<file path="config.mk">
export PLATFORM = sky130hd
export DESIGN_NAME = ssp_slave
export DESIGN_NICKNAME = d
export VERILOG_FILES = /design/src/common/ssp_pkg.sv /design/src/core/ssp_slave.sv
export SDC_FILE = /design/constraint.sdc
export NUM_CORES = 1
export LEC_CHECK = 0
export BUFFER_PORTS_ARGS = -buffer_cell sky130_fd_sc_hd__buf_2
export CORE_MARGIN = 2
export CORE_UTILIZATION = 59
export CTS_CLUSTER_SIZE = 8
export DETAILED_ROUTE_END_ITERATION = 16
export HOLD_SLACK_MARGIN = 0.05
export PLACE_DENSITY = 0.79
export SLEW_MARGIN = 30
export SYNTH_ARGS = -nofsm -noshare
export SYNTH_HDL_FRONTEND = slang
export SYNTH_SLANG_ARGS = --single-unit
export TNS_END_PERCENT = 20
</file>
<file path="constraint.sdc">
create_clock -name clk -period 3.5 [get_ports clk]
set_clock_uncertainty 0.2 [all_clocks]
set_input_delay 0.35 -clock clk [delete_from_list [all_inputs] [get_ports clk]]
set_output_delay 0.35 -clock clk [all_outputs]
set_load 0.02 [all_outputs]
</file>
<file path="src/common/ssp_pkg.sv">
// Constants and types for the serial position slave
package ssp_pkg;
    // Position word and resolution limits, in bits (4 .. 262144 increments)
    localparam int POS_W = 18;
    localparam logic [4:0] MIN_BITS = 5'h02;
    localparam logic [4:0] MAX_BITS = 5'h12;
    // Timing
    localparam int CLK_PERIOD_NS = 20;
    localparam int MONO_TIME_NS = 25000;
    // Longest time, so the cycle count rounds down
    localparam logic [10:0] MONO_CYC = 11'(MONO_TIME_NS / CLK_PERIOD_NS);
    // Reset values and buffer depth
    localparam logic DATA_IDLE = 1'b1;
    localparam logic SCLK_IDLE = 1'b1;
    localparam logic [1:0] BUF_DEPTH = 2'h2;

    // Transfer states, Gray coded along idle -> shift -> drain
    typedef enum logic [1:0]
    {
        SSP_IDLE = 2'b00,
        SSP_SHIFT = 2'b01,
        SSP_DRAIN = 2'b11
    } ssp_state_e;

    typedef struct packed
    {
        logic sclk_meta;
        logic sclk_sync;
        logic sclk_prev;
        ssp_state_e state;
        logic [10:0] mono;
        logic [4:0] word_len;
        logic [4:0] bits_left;
        logic [POS_W-1:0] shreg;
        logic data;
        logic [POS_W-1:0] buf0;
        logic [POS_W-1:0] buf1;
        logic [1:0] cnt;
    } ssp_regs_s;
endpackage : ssp_pkg

</file>
<file path="src/core/ssp_slave.sv">
// Synchronous serial position slave with monoflop and input buffer
`timescale 1ns/1ps

// How it works
// - While idle the shift register keeps loading the oldest buffered position sample.
// - The first falling serial clock edge starts the monoflop and freezes the register.
// - Each following rising edge puts out one bit, most significant bit first.
// - Every serial clock edge in the burst retriggers the monoflop.
// - A rising edge after the last bit drives the data line low until the monoflop runs out, then loading resumes.
// - The word width follows the configured resolution, 4 to 262144 increments.
module ssp_slave
    import ssp_pkg::*;
(
    // Clock and reset
    input wire logic clk,
    input wire logic reset,
    // Link pins
    input wire logic sclk_in,
    output logic data_out,
    // Configuration: word width in bits for the set resolution
    input wire logic [4:0] res_bits,
    // Position sample stream
    input wire logic [POS_W-1:0] pos_in,
    input wire logic pos_valid,
    output logic pos_ready,
    // Status
    output logic busy
);
    ssp_regs_s r_reg;
    ssp_regs_s r_next;
    logic fall;
    logic rise;
    logic cur_bit;
    logic pop;
    logic push;

    // Edge detection on the synchronised link clock only
    assign fall = r_reg.sclk_prev & ~r_reg.sclk_sync;
    assign rise = ~r_reg.sclk_prev & r_reg.sclk_sync;
    assign cur_bit = (r_reg.bits_left != 5'h00) ?
        r_reg.shreg[5'(r_reg.bits_left - 5'h01)] : 1'b0;

    // Buffer stalls the source while a frozen transfer blocks draining
    assign pos_ready = (r_reg.cnt != BUF_DEPTH);
    assign push = pos_valid & pos_ready;
    assign pop = (r_reg.state == SSP_IDLE) && (r_reg.cnt != 2'h0);
    assign data_out = r_reg.data;
    assign busy = (r_reg.state != SSP_IDLE);

    // Next state of all registers
    always_comb
    begin
        logic [1:0] cnt_t;
        logic [4:0] len_t;
        cnt_t = r_reg.cnt;
        len_t = res_bits;
        r_next = r_reg;
        r_next.sclk_meta = sclk_in;
        r_next.sclk_sync = r_reg.sclk_meta;
        r_next.sclk_prev = r_reg.sclk_sync;
        // Clamp the width so a bad setting never indexes past the word
        if (len_t < MIN_BITS)
        begin
            len_t = MIN_BITS;
        end
        else if (len_t > MAX_BITS)
        begin
            len_t = MAX_BITS;
        end
        // Two-entry buffer: pop first, then append
        if (pop)
        begin
            r_next.shreg = r_reg.buf0;
            r_next.buf0 = r_reg.buf1;
            cnt_t = 2'(r_reg.cnt - 2'h1);
        end
        if (push)
        begin
            if (cnt_t == 2'h0)
            begin
                r_next.buf0 = pos_in;
            end
            else
            begin
                r_next.buf1 = pos_in;
            end
            cnt_t = 2'(cnt_t + 2'h1);
        end
        r_next.cnt = cnt_t;
        // Transfer sequencing
        unique case (r_reg.state)
            SSP_IDLE:
            begin
                r_next.data = DATA_IDLE;
                if (fall)
                begin
                    r_next.state = SSP_SHIFT;
                    r_next.mono = MONO_CYC;
                    r_next.word_len = len_t;
                    r_next.bits_left = len_t;
                end
            end
            SSP_SHIFT, SSP_DRAIN:
            begin
                if (fall || rise)
                begin
                    r_next.mono = MONO_CYC;
                end
                else if (r_reg.mono <= 11'h001)
                begin
                    // Monoflop ran out: release the register for loading
                    r_next.state = SSP_IDLE;
                    r_next.data = DATA_IDLE;
                end
                else
                begin
                    r_next.mono = 11'(r_reg.mono - 11'h001);
                end
                // Guard keeps the bit counter from wrapping past zero
                if (rise && r_reg.state == SSP_SHIFT && r_reg.bits_left != 5'h00)
                begin
                    r_next.data = cur_bit;
                    r_next.bits_left = 5'(r_reg.bits_left - 5'h01);
                end
                // Extra pulses beyond the word only clock out zeros
                if (rise && r_reg.bits_left == 5'h00)
                begin
                    r_next.state = SSP_DRAIN;
                    r_next.data = 1'b0;
                end
            end
            default:
            begin
                r_next.state = SSP_IDLE;
                r_next.data = DATA_IDLE;
            end
        endcase
    end

    // State register, synchronous reset
    always_ff @(posedge clk)
    begin
        if (reset)
        begin
            r_reg <= '0;
            r_reg.sclk_meta <= SCLK_IDLE;
            r_reg.sclk_sync <= SCLK_IDLE;
            r_reg.sclk_prev <= SCLK_IDLE;
            r_reg.state <= SSP_IDLE;
            r_reg.data <= DATA_IDLE;
        end
        else
        begin
            r_reg <= r_next;
        end
    end

    property p_load;
        @(posedge clk) disable iff (reset)
        (r_reg.state == SSP_IDLE && r_reg.cnt != 2'h0) |=> (r_reg.shreg == $past(r_reg.buf0));
    endproperty
    a_load: assert property (p_load) else $error("idle register not loaded");

    property p_frozen;
        @(posedge clk) disable iff (reset)
        (r_reg.state != SSP_IDLE) ##1 (r_reg.state != SSP_IDLE) |-> $stable(r_reg.shreg);
    endproperty
    a_frozen: assert property (p_frozen) else $error("register changed in transfer");

    property p_freeze;
        @(posedge clk) disable iff (reset)
        (r_reg.state == SSP_IDLE && fall) |=> (r_reg.state == SSP_SHIFT && busy);
    endproperty
    a_freeze: assert property (p_freeze) else $error("falling edge did not freeze");

    property p_bit;
        @(posedge clk) disable iff (reset)
        (r_reg.state == SSP_SHIFT && rise && r_reg.bits_left != 5'h00)
            |=> (data_out == $past(cur_bit));
    endproperty
    a_bit: assert property (p_bit) else $error("wrong data bit on rising edge");

    property p_retrig;
        @(posedge clk) disable iff (reset)
        (r_reg.state != SSP_IDLE && (rise || fall)) |=> (r_reg.mono == MONO_CYC);
    endproperty
    a_retrig: assert property (p_retrig) else $error("monoflop not retriggered");

    property p_drain_low;
        @(posedge clk) disable iff (reset)
        (r_reg.state == SSP_DRAIN) |-> (data_out == 1'b0);
    endproperty
    a_drain_low: assert property (p_drain_low) else $error("data not low after word");

    property p_expire;
        @(posedge clk) disable iff (reset)
        (r_reg.state != SSP_IDLE && r_reg.mono == 11'h001 && !rise && !fall)
            |=> (r_reg.state == SSP_IDLE) ##1 (data_out == 1'b1);
    endproperty
    a_expire: assert property (p_expire) else $error("monoflop expiry not honoured");

    property p_width;
        @(posedge clk) disable iff (reset)
        (r_reg.state == SSP_SHIFT) |-> (r_reg.word_len >= MIN_BITS && r_reg.word_len <= MAX_BITS);
    endproperty
    a_width: assert property (p_width) else $error("word width out of range");

    property p_idle_high;
        @(posedge clk) disable iff (reset)
        (r_reg.state == SSP_IDLE) |-> (data_out == 1'b1);
    endproperty
    a_idle_high: assert property (p_idle_high) else $error("idle data line not high");

    property p_hold_buf;
        @(posedge clk) disable iff (reset)
        (r_reg.state != SSP_IDLE) |=> (r_reg.cnt >= $past(r_reg.cnt));
    endproperty
    a_hold_buf: assert property (p_hold_buf) else $error("buffer drained in transfer");

    property p_word_end;
        @(posedge clk) disable iff (reset)
        (r_reg.state == SSP_SHIFT && rise && r_reg.bits_left == 5'h00)
            |=> (r_reg.state == SSP_DRAIN && data_out == 1'b0);
    endproperty
    a_word_end: assert property (p_word_end) else $error("data not low past word");
endmodule : ssp_slave

</file>
# Word level (Yosys, flattened, before mapping)

Index checks and enable logic that the tools add are counted.

Add/subtract/negate cells: 4
Order comparisons: 4
Equality and inequality tests: 9
Multiplexer cells: 25
Bitwise operators: 7
Reduce and logical (&&, ||, !) cells: 21

Operators with widths:

| kind                                                                              | count |
|---|---|
| 18-bit 2-to-1 mux                                                                 | 3 |
| 36-bit 2-to-1 mux                                                                 | 1 |
| 23-bit 2-to-1 mux                                                                 | 1 |
| 11-bit 2-to-1 mux                                                                 | 2 |
| 11-bit one-hot mux with 2 select lines                                            | 1 |
| 5-bit 2-to-1 mux                                                                  | 3 |
| 11-bit by 1-bit less-or-equal comparator with 1-bit output, second input constant | 1 |
| 11-bit by 1-bit subtractor with 11-bit output, second input constant              | 1 |
| 2-bit 2-to-1 mux                                                                  | 5 |
| 5-bit one-hot mux with 2 select lines                                             | 1 |
| 3-bit != test, second input constant                                              | 3 |
| 3-bit AND reduction                                                               | 3 |
| 5-bit by 6-bit < comparator with 1-bit output, second input constant              | 1 |
| 1-bit 2-to-1 mux                                                                  | 6 |
| 2-bit != test, second input constant                                              | 3 |
| 2-bit AND reduction                                                               | 3 |
| 2-bit nonzero test                                                                | 3 |
| 1-bit binary-select mux with 5-bit select                                         | 1 |
| 5-bit greater-than comparator, second input constant                              | 1 |
| 5-bit zero test                                                                   | 1 |
| 5-bit by 2-bit < comparator with 1-bit output, second input constant              | 1 |
| 5-bit nonzero test                                                                | 1 |
| 5-bit by 1-bit subtractor with 5-bit output, second input constant                | 1 |
| 1-bit logical AND                                                                 | 4 |
| 12 further kinds                                                                  | 19 |

Register bits: 83
Bits of input ports: 27
Output and inout port bits: 3
Word-level logic and storage cells: 82

# Longest topological paths before layout

Word-level depth: 6
Depth in mapped cells: 11
Mapped depth without buffers: 9

# Least setup slack after synthesis

OpenSTA, ideal clock, no wires.

Kind: flip-flop to flip-flop
Start point: reg r_reg[0] (netlist name)
End point: reg r_reg[11] (netlist name)
Setup time: 0.070 ns
Data arrival time: 2.257 ns
Required time: 3.230 ns
Setup slack: 0.972 ns
Cell stages (with the launch flop): 12
Path buffers: 3
Period minus slack after synthesis: 2.528 ns
Cell sequence: dfxtp_1 -> inv_1 -> ha_1 -> or3_1 -> buf_2 -> a21oi_1 -> ha_1 -> or2_1 -> clkbuf_1 -> clkbuf_1 -> nand2_1 -> a21oi_1

Word-level cells in the longest chain between the ends: 6
Elaborated cells between the ends (all ways): 9

RTL lines:

| element                                                                             | RTL line         | source |
|---|---|---|
| start, declared                                                                     | ssp_slave.sv:29  | `ssp_regs_s r_reg;` |
| start signal, assigned                                                              | ssp_slave.sv:154 | `r_reg <= r_next;` |
| branches (longest 5 deep; another with 2-bit by 1-bit subtractor with 2-bit output) | -                |  |
| 2-bit AND reduction (no source line) *                                              | -                |  |

Every way passes the cells marked *.
A chain may end at the register's enable or synchronous reset.

# Worst setup path in the final report

Start point: reg r_reg[78] (netlist name)
End point: reg r_reg[13] (netlist name)

Word-level cells in the longest chain between the ends: 6

RTL lines:

| element                              | RTL line        | source |
|---|---|---|
| 2-bit zero test                      | ssp_slave.sv:46 | `assign pop = (r_reg.state == SSP_IDLE) && (r_reg.cnt != 2'h0);` |
| 1-bit logical AND                    | ssp_slave.sv:46 |  |
| 2-bit 2-to-1 mux                     | ssp_slave.sv:71 | `if (pop)` |
| 2-bit zero test                      | ssp_slave.sv:79 | `if (cnt_t == 2'h0)` |
| 1-bit inverter (no source line)      | -               |  |
| 2-bit AND reduction (no source line) | -               |  |

No other way between the ends.

==> impl_metrics.tcl <==
set metrics [dict create \
    status "complete, no violations" \
    tritoncts "yes" \
    initial_core_util 0.610 \
    gp_congestion 0.791 \
    finalCritPeriodShare 0.749 \
    synth.cell_area_um2 3610 \
    clk_path_buf_depth 2 \
    rsz0062_at_grt "false" \
    synth-edff-count 0 \
    ys_warn_count 0 \
    setup_viol 0 \
    num_rows 28 \
    syn_nets 488 \
    dr.pass1.iters 4 \
    critPathRequiredTime_ps 3560 \
    netlist_instances 452 \
    cp_max_fo 18 \
    syn_avg_cell_area_um2 7.99 \
    antenna_found_initial 0 \
    tightest_slew_ps 879 \
    seqPwrFrac 0.448 \
    drt_iter0_markers 144 \
    irDropWorstVdd_mv 0.426 \
    intPower_mw 1.72 \
    p_leak_nw 1.50 \
    synth_top_area_cell "dfxtp_1" \
    layout.cells.non_filler 561 \
    ys_async_sr_fraction 0 \
    r2r_setup_slack_ps 880 \
    track_usage 0.246 \
    ys.flop_type "dfxtp_1" \
    place_inst 535 \
    numCtsBuffers 9 \
    cts_resized 0 \
    ios 30 \
    io_buffers 29 \
    cp-start-kind "flop" \
    htreeDepth 3 \
    hpwl_um 4950 \
    clock-sinks 78 \
    drv_slew 0 \
    pwr-share-comb 0.321 \
    tns_ps 0 \
    multi_input_area_um2 1910 \
    die_w_um 82.2 \
    grt_pass1_vias 2965 \
    place_area_um2 3780 \
    totalWireLength_um 7620 \
    syn_to_final_growth_pct 12.6 \
    power_density_nw_per_um2 666 \
    ys_ff_latch 78 \
    grt_max_degree 51 \
    post-synth-top-area-fraction 0.432 \
    root_buffer "clkbuf_8" \
    dr_total_vias 3149 \
    grt_pass1_wl_um 13000 \
    seq_area_um2 1560 \
    cp.arrival_ps 2680 \
    post-route-drc-count 0 \
    ant_nets 0 \
    hp-class "input port to flop" \
    final_area_um2 4070 \
    clkPwrFrac 0.231 \
    core-area_um2 5920 \
    synth_area_leaders "dfxtp_1 (43%), nand2_1 (12%), a21oi_1 (7.5%)" \
    endpoint_kind "flop" \
    synthTopCellsByCount "nand2_1 (119), dfxtp_1 (78), a21oi_1 (54)" \
    timing.max_cap.violations 0 \
    fmax_mhz 382 \
    fp.dieH_um 82.2 \
    relSlewSlack 0.414 \
    criticalPathCategory "flop to flop" \
    largest_reg_flops 75 \
    grt_overflow_total 0 \
    holdWs_ps 60.3 \
    power_switching_mw 0.991 \
    fin_crit_ps 2620 \
    yosysSeqAreaShare 0.432 \
    clkLatencyLatePin_ps 340 \
    layout.nets 517 \
    post_cts_buffers 0 \
    drive_gt1_frac 0.132 \
    synth.distinct_cells 50 \
    antenna_cells 0 \
    die_area_um2 6760 \
    switching_share 0.366 \
    clk_pin_slew_ps 80 \
    wl_per_cell_um 13.6 \
    fill_cells 497 \
    hold_viol_final 0 \
    avgViaCountPerCell 5.61 \
    yosysMostFrequentCell "nand2_1" \
]
## per-stage QoR
step                       util  worst slack, ps  power, mW
after global placement    0.638              716       2.05
after floorplan               -              972       1.88
final                     0.687              880       2.71
after detailed placement  0.638              926       2.09
after global routing      0.687              664       2.89
after CTS                 0.687              868       2.73
## repair_timing
action / in CTS / in global routing
endpoints found under the setup margin: 0 / 0
hold buffers: 10 / 0
hold endpoints to repair: 10 / 0
## cells in the final DEF, fill, tap and decap left out, types with 2 or more instances in the layout
cell           Yosys  routed
a211o_1            2       2
a211oi_1           4       4
a21oi_1           54      54
a22oi_1            5       5
a311oi_1          21      21
and2_1             3       3
buf_2              5      29
buf_4              1       4
clkbuf_8           0      12
clkinv_2           0       2
dfxtp_1           78      78
dlygate4sd3_1      0      10
ha_1               9       9
inv_1              8       8
mux2i_1           10      10
nand2_1          119     119
nand2b_1           5       5
nand3_1            5       5
nand3b_1           2       2
nor2_1            43      42
nor2b_1            4       4
nor3_1             7       7
nor4_1             2       2
o211ai_1           2       2
o21a_1             2       2
o21ai_0            3       3
o21ai_1            4       4
or2_1              3       3
or2_2              3       3
or3_1              4       4
xnor2_1            3       3
xor2_1             3       3
## layer usage
layer / track usage / wire [µm] / vias to the layer above
li1: - / - / 1612
met1: 0.309 / 3490 / 1460
met2: 0.415 / 3750 / 67
met3: 0.0391 / 240 / 10
met4: 0.108 / 131 / 0
met5: 0 / 0 / -
## cell families (layout without fill, tap and decap cells)
logic type | after synthesis | count (layout) | share of synthesized area
AOI/OAI and AO/OA | 106 | 106 | 0.193
xor gates and xnor gates | 7 | 7 | 0.0222
adders and majority gates | 9 | 9 | 0.0312
buffers and inverters | 34 | 68 | 0.0381
DFF | 78 | 78 | 0.432
muxes | 11 | 11 | 0.0308
and+or+nand+nor | 207 | 207 | 0.252
## area by class of cell
| cell class | count | share of cell area |
|---|---|---|
| tap | 75 | 0.0231 |
| clock inverter | 3 | 0.00431 |
| clock buffer | 13 | 0.0416 |
| multi-input combinational | 340 | 0.471 |
| inverter | 9 | 0.00831 |
| sequential | 78 | 0.384 |
| timing repair buffer | 43 | 0.0677 |
## path summary, 6_finish.rpt
path | from | to | depth (start not counted)
min reg2reg | r_next[81] | r_next[80] | 1
max reg2reg | r_reg[78] | r_reg[13] | 7
max | r_reg[78] | r_reg[13] | 7
min | pos_in[3] | r_reg[5] | 3
## worst max-delay path, stage by stage, from the launching register on
cell,delay [ps]
dfxtp_1,680
or2_1,240
nor2_4,50
xnor2_1,230
ha_1,250
or2_1,580
nand2_1,140
a21oi_1,170
## power by group through the flow
stage,Combinational (mW),Sequential [mW],Clock [mW]
6_report,0.870,1.21,0.626
4_1_cts,0.875,1.21,0.641
3_3_place_gp,0.832,1.22,0
3_5_place_dp,0.859,1.23,0
5_1_grt,0.983,1.24,0.673
2_1_floorplan,0.688,1.20,0
(Power assumes the default switching activity.)
